===== config.mk =====
export PLATFORM = sky130hd
export DESIGN_NAME = swtl_regs
export DESIGN_NICKNAME = d
export VERILOG_FILES = /design/src/design/swtl_pkg.sv /design/src/design/swtl_regs.sv
export SDC_FILE = /design/constraint.sdc
export NUM_CORES = 1
export LEC_CHECK = 0
export BUFFER_PORTS_ARGS = -buffer_cell sky130_fd_sc_hd__buf_2
export CAP_MARGIN = 20
export CORE_MARGIN = 3
export CORE_UTILIZATION = 53
export CTS_BUF_LIST = sky130_fd_sc_hd__clkbuf_8
export DETAILED_ROUTE_END_ITERATION = 16
export GPL_ROUTABILITY_DRIVEN = 0
export PLACE_DENSITY = 0.77
export RECOVER_POWER = 50
export SLEW_MARGIN = 20
export SYNTH_ARGS = -nofsm -noshare
export SYNTH_HDL_FRONTEND = slang
export SYNTH_SLANG_ARGS = --single-unit

===== constraint.sdc =====
create_clock -name CLOCK_IN -period 2.2 [get_ports CLOCK_IN]
set_clock_uncertainty 0.15 [all_clocks]
set_input_delay 0 -clock CLOCK_IN [delete_from_list [all_inputs] [get_ports CLOCK_IN]]
set_output_delay 0 -clock CLOCK_IN [all_outputs]
set_load 0.005 [all_outputs]

===== src/design/swtl_pkg.sv =====
package swtl_pkg;

	// ************************************************************
	// Serial frame layout
	// ************************************************************
	localparam int          FRAME_BITS  = 32;     // Bits in one serial word
	localparam int          CNT_W       = 6;      // Bit counter width
	localparam logic [5:0]  FRAME_LAST  = 6'h20;  // Count at a complete word
	localparam int          ADDR_W      = 7;      // Register address width
	localparam int          DATA_W      = 24;     // Data field width

	// ************************************************************
	// Register addresses
	// ************************************************************
	localparam logic [6:0]  ADDR_FLOAT      = 7'h03; // ground_input_float_ctrl
	localparam logic [6:0]  ADDR_PLVL_LO    = 7'h04; // prog_input_level_low
	localparam logic [6:0]  ADDR_GLVL_LO    = 7'h05; // ground_input_level_low
	localparam logic [6:0]  ADDR_PLVL_HI    = 7'h08; // prog_input_level_high
	localparam logic [6:0]  ADDR_FAULT_STAT = 7'h0c; // Fault status, held elsewhere

	// ************************************************************
	// Field positions and widths
	// ************************************************************
	localparam int          FAULT_BIT   = 23;     // Fault flag position
	localparam int          INT_BIT     = 22;     // Interrupt flag position
	localparam int          GND_N       = 21;     // Ground inputs
	localparam int          LVL_W       = 3;      // Level code width
	localparam int          LVL_LO_N    = 8;      // Fields in a full level word
	localparam int          PLVL_HI_N   = 4;      // Fields in the high prog word
	localparam int          CUR_W       = 8;      // Current in 0.1 mA units

	// ************************************************************
	// Reset values
	// ************************************************************
	localparam logic [20:0] FLOAT_RST   = 21'h1fffff; // All inputs floated
	localparam logic [2:0]  LVL_RST     = 3'h6;       // 16 mA code

	// ************************************************************
	// Carriers
	// ************************************************************
	typedef struct packed {
		logic [6:0]  addr;   // Register address
		logic        wr;     // 1 = write
		logic [23:0] data;   // Data field
	} swtl_frame_t;

	typedef struct packed {
		logic fault;         // Fault flag
		logic intr;          // Interrupt flag
	} swtl_flags_t;

	// Level code to current in tenths of a milliamp
	function automatic logic [7:0] swtl_lvl_to_cur(input logic [2:0] code);
		case (code)
			3'h0:    swtl_lvl_to_cur = 8'h14;  // 2.0 mA
			3'h1:    swtl_lvl_to_cur = 8'h3c;  // 6.0 mA
			3'h2:    swtl_lvl_to_cur = 8'h50;  // 8.0 mA
			3'h3:    swtl_lvl_to_cur = 8'h64;  // 10 mA
			3'h4:    swtl_lvl_to_cur = 8'h78;  // 12 mA
			3'h5:    swtl_lvl_to_cur = 8'h8c;  // 14 mA
			3'h6:    swtl_lvl_to_cur = 8'ha0;  // 16 mA
			default: swtl_lvl_to_cur = 8'hc8;  // 20 mA
		endcase
	endfunction

endpackage


===== src/design/swtl_regs.sv =====
`timescale 1ns/10ps
// Notes on behaviour
// - Floated ground input: source off regardless
// - Comparators stay enabled while floated
// - Float register writable anytime in normal mode
// - Float bits reset to one
// - Sleep polls sample floated inputs, sources off
// - Change detect and wake at poll end
// - Float register: bit n per input, flags
// - Each input uses its own level field; code has ground fields for inputs 0-7 only
// - Level fields reset to 16 mA code
// - Level registers writable anytime in normal mode
// - Prog low level: eight fields, no flags
// - Prog high level: four fields, flags
// - Ground low level: eight fields, no flags
// - Level codes decode to eight currents
// - Interrupt flag cleared by flagged access
// - Fault flag cleared on clean status read
module swtl_regs
	import swtl_pkg::*;
(
	input  wire logic                    CLOCK_IN,           // 100 MHz
	input  wire logic                    RST_N_IN,           // Async, active low
	input  wire logic                    SCLK_IN,            // Serial clock pin
	input  wire logic                    CS_N_IN,            // Chip select pin
	input  wire logic                    MOSI_IN,            // Serial data in pin
	output logic                         MISO_OUT,           // Serial data out
	output logic                         MISO_OE_N_OUT,      // Low while driving
	input  wire logic                    SLEEP_POLL_MODE_IN, // Low-power mode
	input  wire logic                    POLL_ACTIVE_IN,     // Active poll interval
	input  wire logic [GND_N-1:0]        GND_SWITCH_IN,      // Comparator results
	input  wire logic                    INT_EVENT_IN,       // Interrupt event pulse
	input  wire logic                    FAULT_EVENT_IN,     // Fault event pulse
	input  wire logic                    FAULT_ACTIVE_IN,    // Fault still present
	output logic [GND_N-1:0]             GND_FLOAT_OUT,      // Input floated
	output logic [GND_N-1:0]             GND_SOURCE_EN_OUT,  // Current source on
	output logic [GND_N-1:0]             GND_CMP_EN_OUT,     // Comparator on
	output logic [LVL_LO_N*CUR_W-1:0]    GND_CUR_OUT,        // Ground 0-7 currents
	output logic [3*LVL_LO_N*LVL_W/2-1:0] PROG_LVL_OUT,      // Prog 0-11 codes
	output logic [LVL_LO_N*LVL_W-1:0]    GND_LVL_OUT,        // Ground 0-7 codes
	output swtl_flags_t                  FLAGS_OUT,          // Fault and interrupt
	output logic                         WAKE_OUT            // Wake pulse
);

	// ************************************************************
	// Pin synchronisers
	// ************************************************************
	logic [2:0]        sclk_sync;   // Stage 0 feeds stage 1 only
	logic [2:0]        cs_sync;     // Same, stage 2 is edge history
	logic [1:0]        mosi_sync;   // Data line
	logic [GND_N-1:0]  sw_meta;     // Comparator first stage
	logic [GND_N-1:0]  sw_sync;     // Comparator second stage

	// Two flops before any logic, third for edges
	always_ff @(posedge CLOCK_IN or negedge RST_N_IN) begin
		if (!RST_N_IN) begin
			sclk_sync <= 3'h0;
			cs_sync   <= 3'h7;
			mosi_sync <= 2'h0;
			sw_meta   <= '0;
			sw_sync   <= '0;
		end else begin
			sclk_sync <= {sclk_sync[1:0], SCLK_IN};
			cs_sync   <= {cs_sync[1:0], CS_N_IN};
			mosi_sync <= {mosi_sync[0], MOSI_IN};
			sw_meta   <= GND_SWITCH_IN;
			sw_sync   <= sw_meta;
		end
	end

	logic sclk_rise;  // Sample edge
	logic sclk_fall;  // Shift-out edge
	logic cs_start;   // Select asserted
	logic cs_end;     // Select released
	assign sclk_rise = sclk_sync[1] & ~sclk_sync[2] & ~cs_sync[1];
	assign sclk_fall = ~sclk_sync[1] & sclk_sync[2] & ~cs_sync[1];
	assign cs_start  = ~cs_sync[1] & cs_sync[2];
	assign cs_end    = cs_sync[1] & ~cs_sync[2];

	// ************************************************************
	// Serial shifter
	// ************************************************************
	logic [FRAME_BITS-1:0] shift_in;   // Incoming word
	logic [FRAME_BITS-1:0] shift_out;  // Outgoing word
	logic [CNT_W-1:0]      bit_cnt;    // Bits taken this frame
	swtl_frame_t           resp;       // Answer for the next frame
	swtl_frame_t           frame;      // Decoded incoming word
	logic                  commit;     // Complete word accepted

	assign frame  = swtl_frame_t'(shift_in);
	// Short or long frames are dropped whole, nothing half-applied
	assign commit = cs_end & (bit_cnt == FRAME_LAST);

	// Shift in on rising edge, out on falling edge
	always_ff @(posedge CLOCK_IN or negedge RST_N_IN) begin
		if (!RST_N_IN) begin
			shift_in  <= '0;
			shift_out <= '0;
			bit_cnt   <= '0;
		end else if (cs_start) begin
			// Previous frame's answer goes out now
			shift_out <= resp;
			bit_cnt   <= '0;
		end else begin
			if (sclk_rise) begin
				shift_in <= {shift_in[FRAME_BITS-2:0], mosi_sync[1]};
				if (bit_cnt != '1)
					bit_cnt <= bit_cnt + CNT_W'(1);
			end
			if (sclk_fall)
				shift_out <= {shift_out[FRAME_BITS-2:0], 1'b0};
		end
	end

	// Output pin from flops; released while deselected
	always_ff @(posedge CLOCK_IN or negedge RST_N_IN) begin
		if (!RST_N_IN) begin
			MISO_OUT      <= 1'b0;
			MISO_OE_N_OUT <= 1'b1;
		end else begin
			MISO_OUT      <= shift_out[FRAME_BITS-1];
			MISO_OE_N_OUT <= cs_sync[1];
		end
	end

	// ************************************************************
	// Register storage
	// ************************************************************
	logic [GND_N-1:0]               float_ctrl; // ground_input_float_ctrl
	logic [DATA_W-1:0]              plvl_lo;    // prog_input_level_low
	logic [DATA_W-1:0]              glvl_lo;    // ground_input_level_low
	logic [PLVL_HI_N*LVL_W-1:0]     plvl_hi;    // prog_input_level_high
	logic                           wr_ok;      // Write allowed now
	swtl_flags_t                    flags;      // Global status flags

	// Writes need only normal mode, nothing else
	assign wr_ok = commit & frame.wr & ~SLEEP_POLL_MODE_IN;

	always_ff @(posedge CLOCK_IN or negedge RST_N_IN) begin
		if (!RST_N_IN)
			float_ctrl <= FLOAT_RST;
		else if (wr_ok && frame.addr == ADDR_FLOAT)
			float_ctrl <= frame.data[GND_N-1:0];
	end

	always_ff @(posedge CLOCK_IN or negedge RST_N_IN) begin
		if (!RST_N_IN) begin
			plvl_lo <= {LVL_LO_N{LVL_RST}};
			glvl_lo <= {LVL_LO_N{LVL_RST}};
			plvl_hi <= {PLVL_HI_N{LVL_RST}};
		end else if (wr_ok) begin
			if (frame.addr == ADDR_PLVL_LO)
				plvl_lo <= frame.data;
			if (frame.addr == ADDR_GLVL_LO)
				glvl_lo <= frame.data;
			if (frame.addr == ADDR_PLVL_HI)
				plvl_hi <= frame.data[PLVL_HI_N*LVL_W-1:0];
		end
	end

	// ************************************************************
	// Status flags
	// ************************************************************
	logic hit_flagged;  // Access of a word carrying the flags
	logic fault_clr;    // Clean fault status read
	assign hit_flagged = commit & (frame.addr == ADDR_FLOAT || frame.addr == ADDR_PLVL_HI);
	assign fault_clr   = commit & ~frame.wr & (frame.addr == ADDR_FAULT_STAT)
	                     & ~FAULT_ACTIVE_IN;

	// Set beats clear so an event in the clearing cycle survives
	always_ff @(posedge CLOCK_IN or negedge RST_N_IN) begin
		if (!RST_N_IN)
			flags <= '0;
		else begin
			// set by event, cleared by access
			if (INT_EVENT_IN)
				flags.intr <= 1'b1;
			else if (hit_flagged)
				flags.intr <= 1'b0;
			if (FAULT_EVENT_IN)
				flags.fault <= 1'b1;
			else if (fault_clr)
				flags.fault <= 1'b0;
		end
	end

	// ************************************************************
	// Read answer
	// ************************************************************
	logic [DATA_W-1:0] rd_data;  // Data field of the answer

	always_comb begin
		// unmapped and unused bits read zero
		rd_data = '0;
		case (frame.addr)
			ADDR_FLOAT: begin
				rd_data[GND_N-1:0] = float_ctrl;
				rd_data[FAULT_BIT] = flags.fault;
				rd_data[INT_BIT]   = flags.intr;
			end
			ADDR_PLVL_LO: rd_data = plvl_lo;
			ADDR_GLVL_LO: rd_data = glvl_lo;
			ADDR_PLVL_HI: begin
				rd_data[PLVL_HI_N*LVL_W-1:0] = plvl_hi;
				rd_data[FAULT_BIT]           = flags.fault;
				rd_data[INT_BIT]             = flags.intr;
			end
			default: rd_data = '0;
		endcase
	end

	// Answer captured with pre-clear flags, sent next frame
	always_ff @(posedge CLOCK_IN or negedge RST_N_IN) begin
		if (!RST_N_IN)
			resp <= '0;
		else if (commit) begin
			resp.addr <= frame.addr;
			resp.wr   <= frame.wr;
			resp.data <= rd_data;
		end
	end

	// ************************************************************
	// Input drive
	// ************************************************************
	logic src_allowed;  // Sources may run now
	assign src_allowed = ~SLEEP_POLL_MODE_IN | POLL_ACTIVE_IN;

	always_ff @(posedge CLOCK_IN or negedge RST_N_IN) begin
		if (!RST_N_IN) begin
			GND_SOURCE_EN_OUT <= '0;
			GND_FLOAT_OUT     <= FLOAT_RST;
			GND_CMP_EN_OUT    <= '0;
		end else begin
			GND_SOURCE_EN_OUT <= ~float_ctrl & {GND_N{src_allowed}};
			GND_FLOAT_OUT     <= float_ctrl;
			GND_CMP_EN_OUT    <= '1;
		end
	end

	genvar gi;
	generate
		for (gi = 0; gi < LVL_LO_N; gi++) begin : g_cur
			always_ff @(posedge CLOCK_IN or negedge RST_N_IN) begin
				if (!RST_N_IN)
					GND_CUR_OUT[gi*CUR_W +: CUR_W] <= '0;
				else if (float_ctrl[gi])
					GND_CUR_OUT[gi*CUR_W +: CUR_W] <= '0;
				else
					GND_CUR_OUT[gi*CUR_W +: CUR_W] <=
						swtl_lvl_to_cur(glvl_lo[gi*LVL_W +: LVL_W]);
			end
		end
	endgenerate

	// Level codes for the analog sources
	always_ff @(posedge CLOCK_IN or negedge RST_N_IN) begin
		if (!RST_N_IN) begin
			PROG_LVL_OUT <= {(LVL_LO_N+PLVL_HI_N){LVL_RST}};
			GND_LVL_OUT  <= {LVL_LO_N{LVL_RST}};
			FLAGS_OUT    <= '0;
		end else begin
			PROG_LVL_OUT <= {plvl_hi, plvl_lo};
			GND_LVL_OUT  <= glvl_lo;
			FLAGS_OUT    <= flags;
		end
	end

	// ************************************************************
	// Poll end and wake decision
	// ************************************************************
	logic             poll_dly;  // Poll level one cycle ago
	logic             poll_end;  // Interval just ended
	logic [GND_N-1:0] last_sw;   // States at previous poll end
	assign poll_end = poll_dly & ~POLL_ACTIVE_IN;

	// compare at interval end, then wake
	always_ff @(posedge CLOCK_IN or negedge RST_N_IN) begin
		if (!RST_N_IN) begin
			poll_dly <= 1'b0;
			last_sw  <= '0;
			WAKE_OUT <= 1'b0;
		end else begin
			poll_dly <= POLL_ACTIVE_IN;
			WAKE_OUT <= poll_end & SLEEP_POLL_MODE_IN & (sw_sync != last_sw);
			// Floated inputs are sampled too
			if (poll_end)
				last_sw <= sw_sync;
		end
	end

	// ************************************************************
	// Assertions
	// ************************************************************
	AST_FLOAT_NO_SOURCE: assert property (@(posedge CLOCK_IN) disable iff (!RST_N_IN)
		##1 (($past(float_ctrl) & GND_SOURCE_EN_OUT) == '0))
		else $error("Floated input has source on");
	AST_CMP_ALIVE: assert property (@(posedge CLOCK_IN) disable iff (!RST_N_IN)
		$past(RST_N_IN) |-> GND_CMP_EN_OUT == '1)
		else $error("Comparator disabled");
	AST_FLOAT_WRITE: assert property (@(posedge CLOCK_IN) disable iff (!RST_N_IN)
		wr_ok && frame.addr == ADDR_FLOAT |=> float_ctrl == $past(frame.data[GND_N-1:0]))
		else $error("Float write not applied");
	AST_FLOAT_RESET: assert property (@(posedge CLOCK_IN)
		$rose(RST_N_IN) |-> float_ctrl == FLOAT_RST)
		else $error("Float bits not set after reset");
	AST_SLEEP_QUIET: assert property (@(posedge CLOCK_IN) disable iff (!RST_N_IN)
		SLEEP_POLL_MODE_IN && !POLL_ACTIVE_IN |=> GND_SOURCE_EN_OUT == '0)
		else $error("Source on between sleep polls");
	AST_WAKE: assert property (@(posedge CLOCK_IN) disable iff (!RST_N_IN)
		poll_end && SLEEP_POLL_MODE_IN && sw_sync != last_sw |=> WAKE_OUT ##1 !WAKE_OUT)
		else $error("Missing wake pulse");
	AST_LEVEL_WRITE: assert property (@(posedge CLOCK_IN) disable iff (!RST_N_IN)
		wr_ok && frame.addr == ADDR_PLVL_HI |=> ##1
		PROG_LVL_OUT[3*LVL_LO_N*LVL_W/2-1:DATA_W] == $past(frame.data[PLVL_HI_N*LVL_W-1:0], 2))
		else $error("High level write not applied");
	AST_INT_CLEAR: assert property (@(posedge CLOCK_IN) disable iff (!RST_N_IN)
		hit_flagged && !INT_EVENT_IN |=> !flags.intr)
		else $error("Interrupt flag not cleared");
	AST_INT_SET: assert property (@(posedge CLOCK_IN) disable iff (!RST_N_IN)
		INT_EVENT_IN |=> flags.intr ##1 FLAGS_OUT.intr)
		else $error("Interrupt flag not set");
	AST_FAULT_HOLD: assert property (@(posedge CLOCK_IN) disable iff (!RST_N_IN)
		flags.fault && !fault_clr |=> flags.fault)
		else $error("Fault flag dropped early");
	AST_UNUSED_ZERO: assert property (@(posedge CLOCK_IN) disable iff (!RST_N_IN)
		commit && frame.addr == ADDR_PLVL_HI |=> resp.data[INT_BIT-1:PLVL_HI_N*LVL_W] == '0)
		else $error("Unused bits not zero");
endmodule


==> metrics.txt <==
outcome=completed; Die Ht=about 180 um; Sw Ratio=approximately 23%; fmax=461 MHz; FFs w/ async S/R, synth=100%; XOR/XNOR Fraction of Synth Area=2.19%; Synth Cell Area=0.0156 mm2; Netlist cell types=between 50 and 60; delay-heaviest family, CP=simple AND/OR/NAND/NOR gates; Via Count=~9500; Net Sw Power=about 0.0033 W; max cap viols=0; largest family of logic cells by synthesized area=multiplexers; max_slew headroom=23.6%; initial drt markers=around 490; DR WL/cell=between 15 and 20 um; cell taking the most area after synthesis=dfrtp_1; fin worst setup slack=roughly 0.033 ns; sequential share of the synthesized area=67.2%; Required @ worst endpoint=2.50 ns; die area=0.0315 mm2; CTS Buf Count=66; initial antenna violation count=0; largest net degree at the start of global routing=between 60 and 70; Static Leak=8.80 nW; hold worst-path end=flags[0]$_DFFE_PN0P_; cells after synthesis=1136; Antenna Cells=0; fin crit share=between 90% and 100%; Core Box Area=roughly 0.029 mm2; clock sinks=a little over 400; final setup vio count=0; Synth Area in Adders=less than 1%; critical path's largest stage delay=about 0.58 ns; crit path max fanout=8; final max-slew violation count=0; post-route insts no fill=1864; internal power=about 0.011 W; worst reg2reg path depth=5; Starting Density=a little over half; complex-gate fraction of the synthesized area=under 10%; top cells by area, synth=dfrtp_1 (46%), dfstp_2 (21%), mux2_2 (7.7%); via/cell ratio=approximately 5.1; Layout area overhead=21.6%; flops & latches, synth=a little over 400; min-delay src=INT_EVENT_IN; nets=1463; DP Cell Count=around 1700; Reg clk slew, reported paths=roughly 0.060 ns; ys flop type=dfrtp_1; IO Port Bufs=slightly above 200; Worst Path Arrival=about 2.5 ns; Worst-Margin Slew=between 1 and 1.5 ns; # IOs=~220; WL final=about 33 mm; DRC violations left=0; Hold Vio Cnt, Final=0; Hold Path Depth=3; vias in the first global route=a little over 10000; Post-synth EDFFs=0; layout cells sized above 1=between 40% and 50%; multiplexer share of the synthesized area=between 10 and 15%; Yosys Warn Count=0; min cycle time layout=2.17 ns; Hold Crit Class=primary input to flop; CTS Buffer Depth=3; part of the power in registers=a little over half; Post-Synth Simple-Gate Area=slightly below 7%; Hold Slack=around 0.08 ns; most common cell after layout, fill and taps aside=dfrtp_1; maximum VDD drop=approximately 0.49 mV; RSZ-0062 raised after global routing=yes; Initial DRT Pass Iterations=5; worst-path cell chain=or4_4 > nor2_4 > and4b_4 > buf_12 > mux2_4; TritonCTS clock tree=built; worst slack, placed=around 0.014 ns; Logic pwr share=under 10%; Setup crit start kind=flop; critical path class=flop to flop; H-tree depth=3; Reg-to-Reg End=plvl_lo[0]$_DFFE_PN0P_; reg2reg start=frame[30]$_DFFE_PN0P_; commonest cells after routing, fill and taps aside=dfrtp_1 (286), buf_2 (205), nor2_1 (112); # rows=62; Worst R2R Setup Slack=0.03 ns; Power per Cell Area=~780 mW/mm2; antenna viol nets, final=0; Die W=about 180 um; Tot GR Track Use=approximately 22%; critical path buffer and inverter count=1; Post-DP HPWL=approximately 21 mm; clock power share=a little over two fifths; Worst path slowest cell=or4_4; syn_area_per_cell=between 10 and 15 um2; grt ovf=0; CP Capture Type=flop; CTS root buf=clkbuf_8; global-route wire length before repair=around 54 mm; Clk Latency, worst-skew pair=0.57 ns; area share of the largest cell type after synthesis=a little under half
worst max-delay path by stage:
| stage | endpoint | slack (ns) | startpoint | depth (start not counted) |
|---|---|---|---|---|
| final | plvl_lo[0]$_DFFE_PN0P_ | 0.03 | frame[30]$_DFFE_PN0P_ | 5 |
| after floorplan | plvl_lo[12]$_DFFE_PN0P_ | 0.02 | frame[30]$_DFFE_PN0P_ | 6 |
| after global placement | plvl_lo[0]$_DFFE_PN0P_ | 0.06 | bit_cnt[0]$_DFFE_PN0P_ | 8 |
| after CTS | plvl_lo[18]$_DFFE_PN0P_ | 0.02 | frame[30]$_DFFE_PN0P_ | 5 |
| after detailed placement | plvl_lo[0]$_DFFE_PN0P_ | 0.01 | bit_cnt[0]$_DFFE_PN0P_ | 8 |
| after global routing | plvl_lo[0]$_DFFE_PN0P_ | -0.01 | bit_cnt[1]$_DFFE_PN0P_ | 8 |
routing by layer:
metal,global-route usage [%],vias up,routed length [um]
li1,-,4361,-
met5,0,-,0
met1,29.4,4834,14400
met2,34.4,259,15900
met3,5.52,65,2020
met4,8.18,0,992
cell families (layout without fill, tap and decap cells):
logic type | after synthesis | count (layout)
multiplexers | 192 | 192
other | 2 | 17
buffers and inverters | 122 | 451
AO/OA/AOI/OAI | 116 | 116
adder cells (fa/ha/maj) | 12 | 12
XOR/XNOR | 39 | 39
AND/OR/NAND/NOR | 241 | 241
flip-flops | 412 | 412
cell type report:
class,count,area (um2)
clock buffer,79,1090
timing repair buffer,318,2130
clock inverter,39,186
tap,384,480
fill,2125,9900
multi-input combinational,617,4540
inverter,15,56.3
sequential,412,10500
state kept, by name, indices dropped and copies added, names as in the netlist, 24 cells and up:
register,flops
GND_CUR_OUT,48
glvl_lo,24
PROG_LVL_OUT,36
shift_out,32
GND_LVL_OUT,24
plvl_lo,24
resp,32
frame,32
power by group through the flow:
stage	Combinational (W)	Sequential, W	Clock, W
after floorplan	0.000301	0.00798	0
after global placement	0.000578	0.00801	0
after detailed placement	0.000596	0.00802	0
after CTS	0.000685	0.00790	0.00635
after global routing	0.000722	0.00792	0.00669
final	0.000642	0.00789	0.00616
worst reg2reg max path, stage by stage (launching register included):
cell     delay (ns)
dfrtp_1        0.38
or4_4          0.58
nor2_4         0.13
and4b_4        0.34
buf_12         0.17
mux2_4         0.31
stage by stage:
step                util (%)  cell area (um2)  power, W  TNS [ns]
floorplan                  -            15600   0.00829         0
global placement        59.4            17100   0.00859         0
detailed placement      59.4            17100   0.00862         0
CTS                     65.9            19000    0.0149         0
global route            65.7            19000    0.0153   -0.0713
finish                  65.7            19000    0.0147         0
timing repair:
item	CTS	global route
endpoints found under the setup margin	2	70
gates resized for setup	0	11
hold endpoints to repair	416	0
pin swaps	1	1
cloned	0	1
hold buffers	57	0
setup buffers	2	2
synthesized netlist by cell type (2+ instances only):
master,number
inv_1,15
a21oi_1,30
conb_1,2
o21ai_0,55
nor2_1,112
dfstp_2,125
nor2b_1,10
nand2b_1,3
nor3_1,10
buf_2,11
xnor2_1,36
nand3_1,2
mux2i_1,55
buf_12,2
a221oi_1,2
nand2_1,80
dfrtp_1,287
buf_4,36
buf_1,4
o2bb2ai_1,12
maj3_1,10
xor2_1,3
clkbuf_1,48
mux2_4,30
and3_1,2
a21o_1,2
mux2_2,106
nand4_1,6
a22oi_1,10
buf_6,6
nor4_1,2
ha_1,2
nor3b_1,2
No activity file was read; power rests on OpenSTA's default activity.
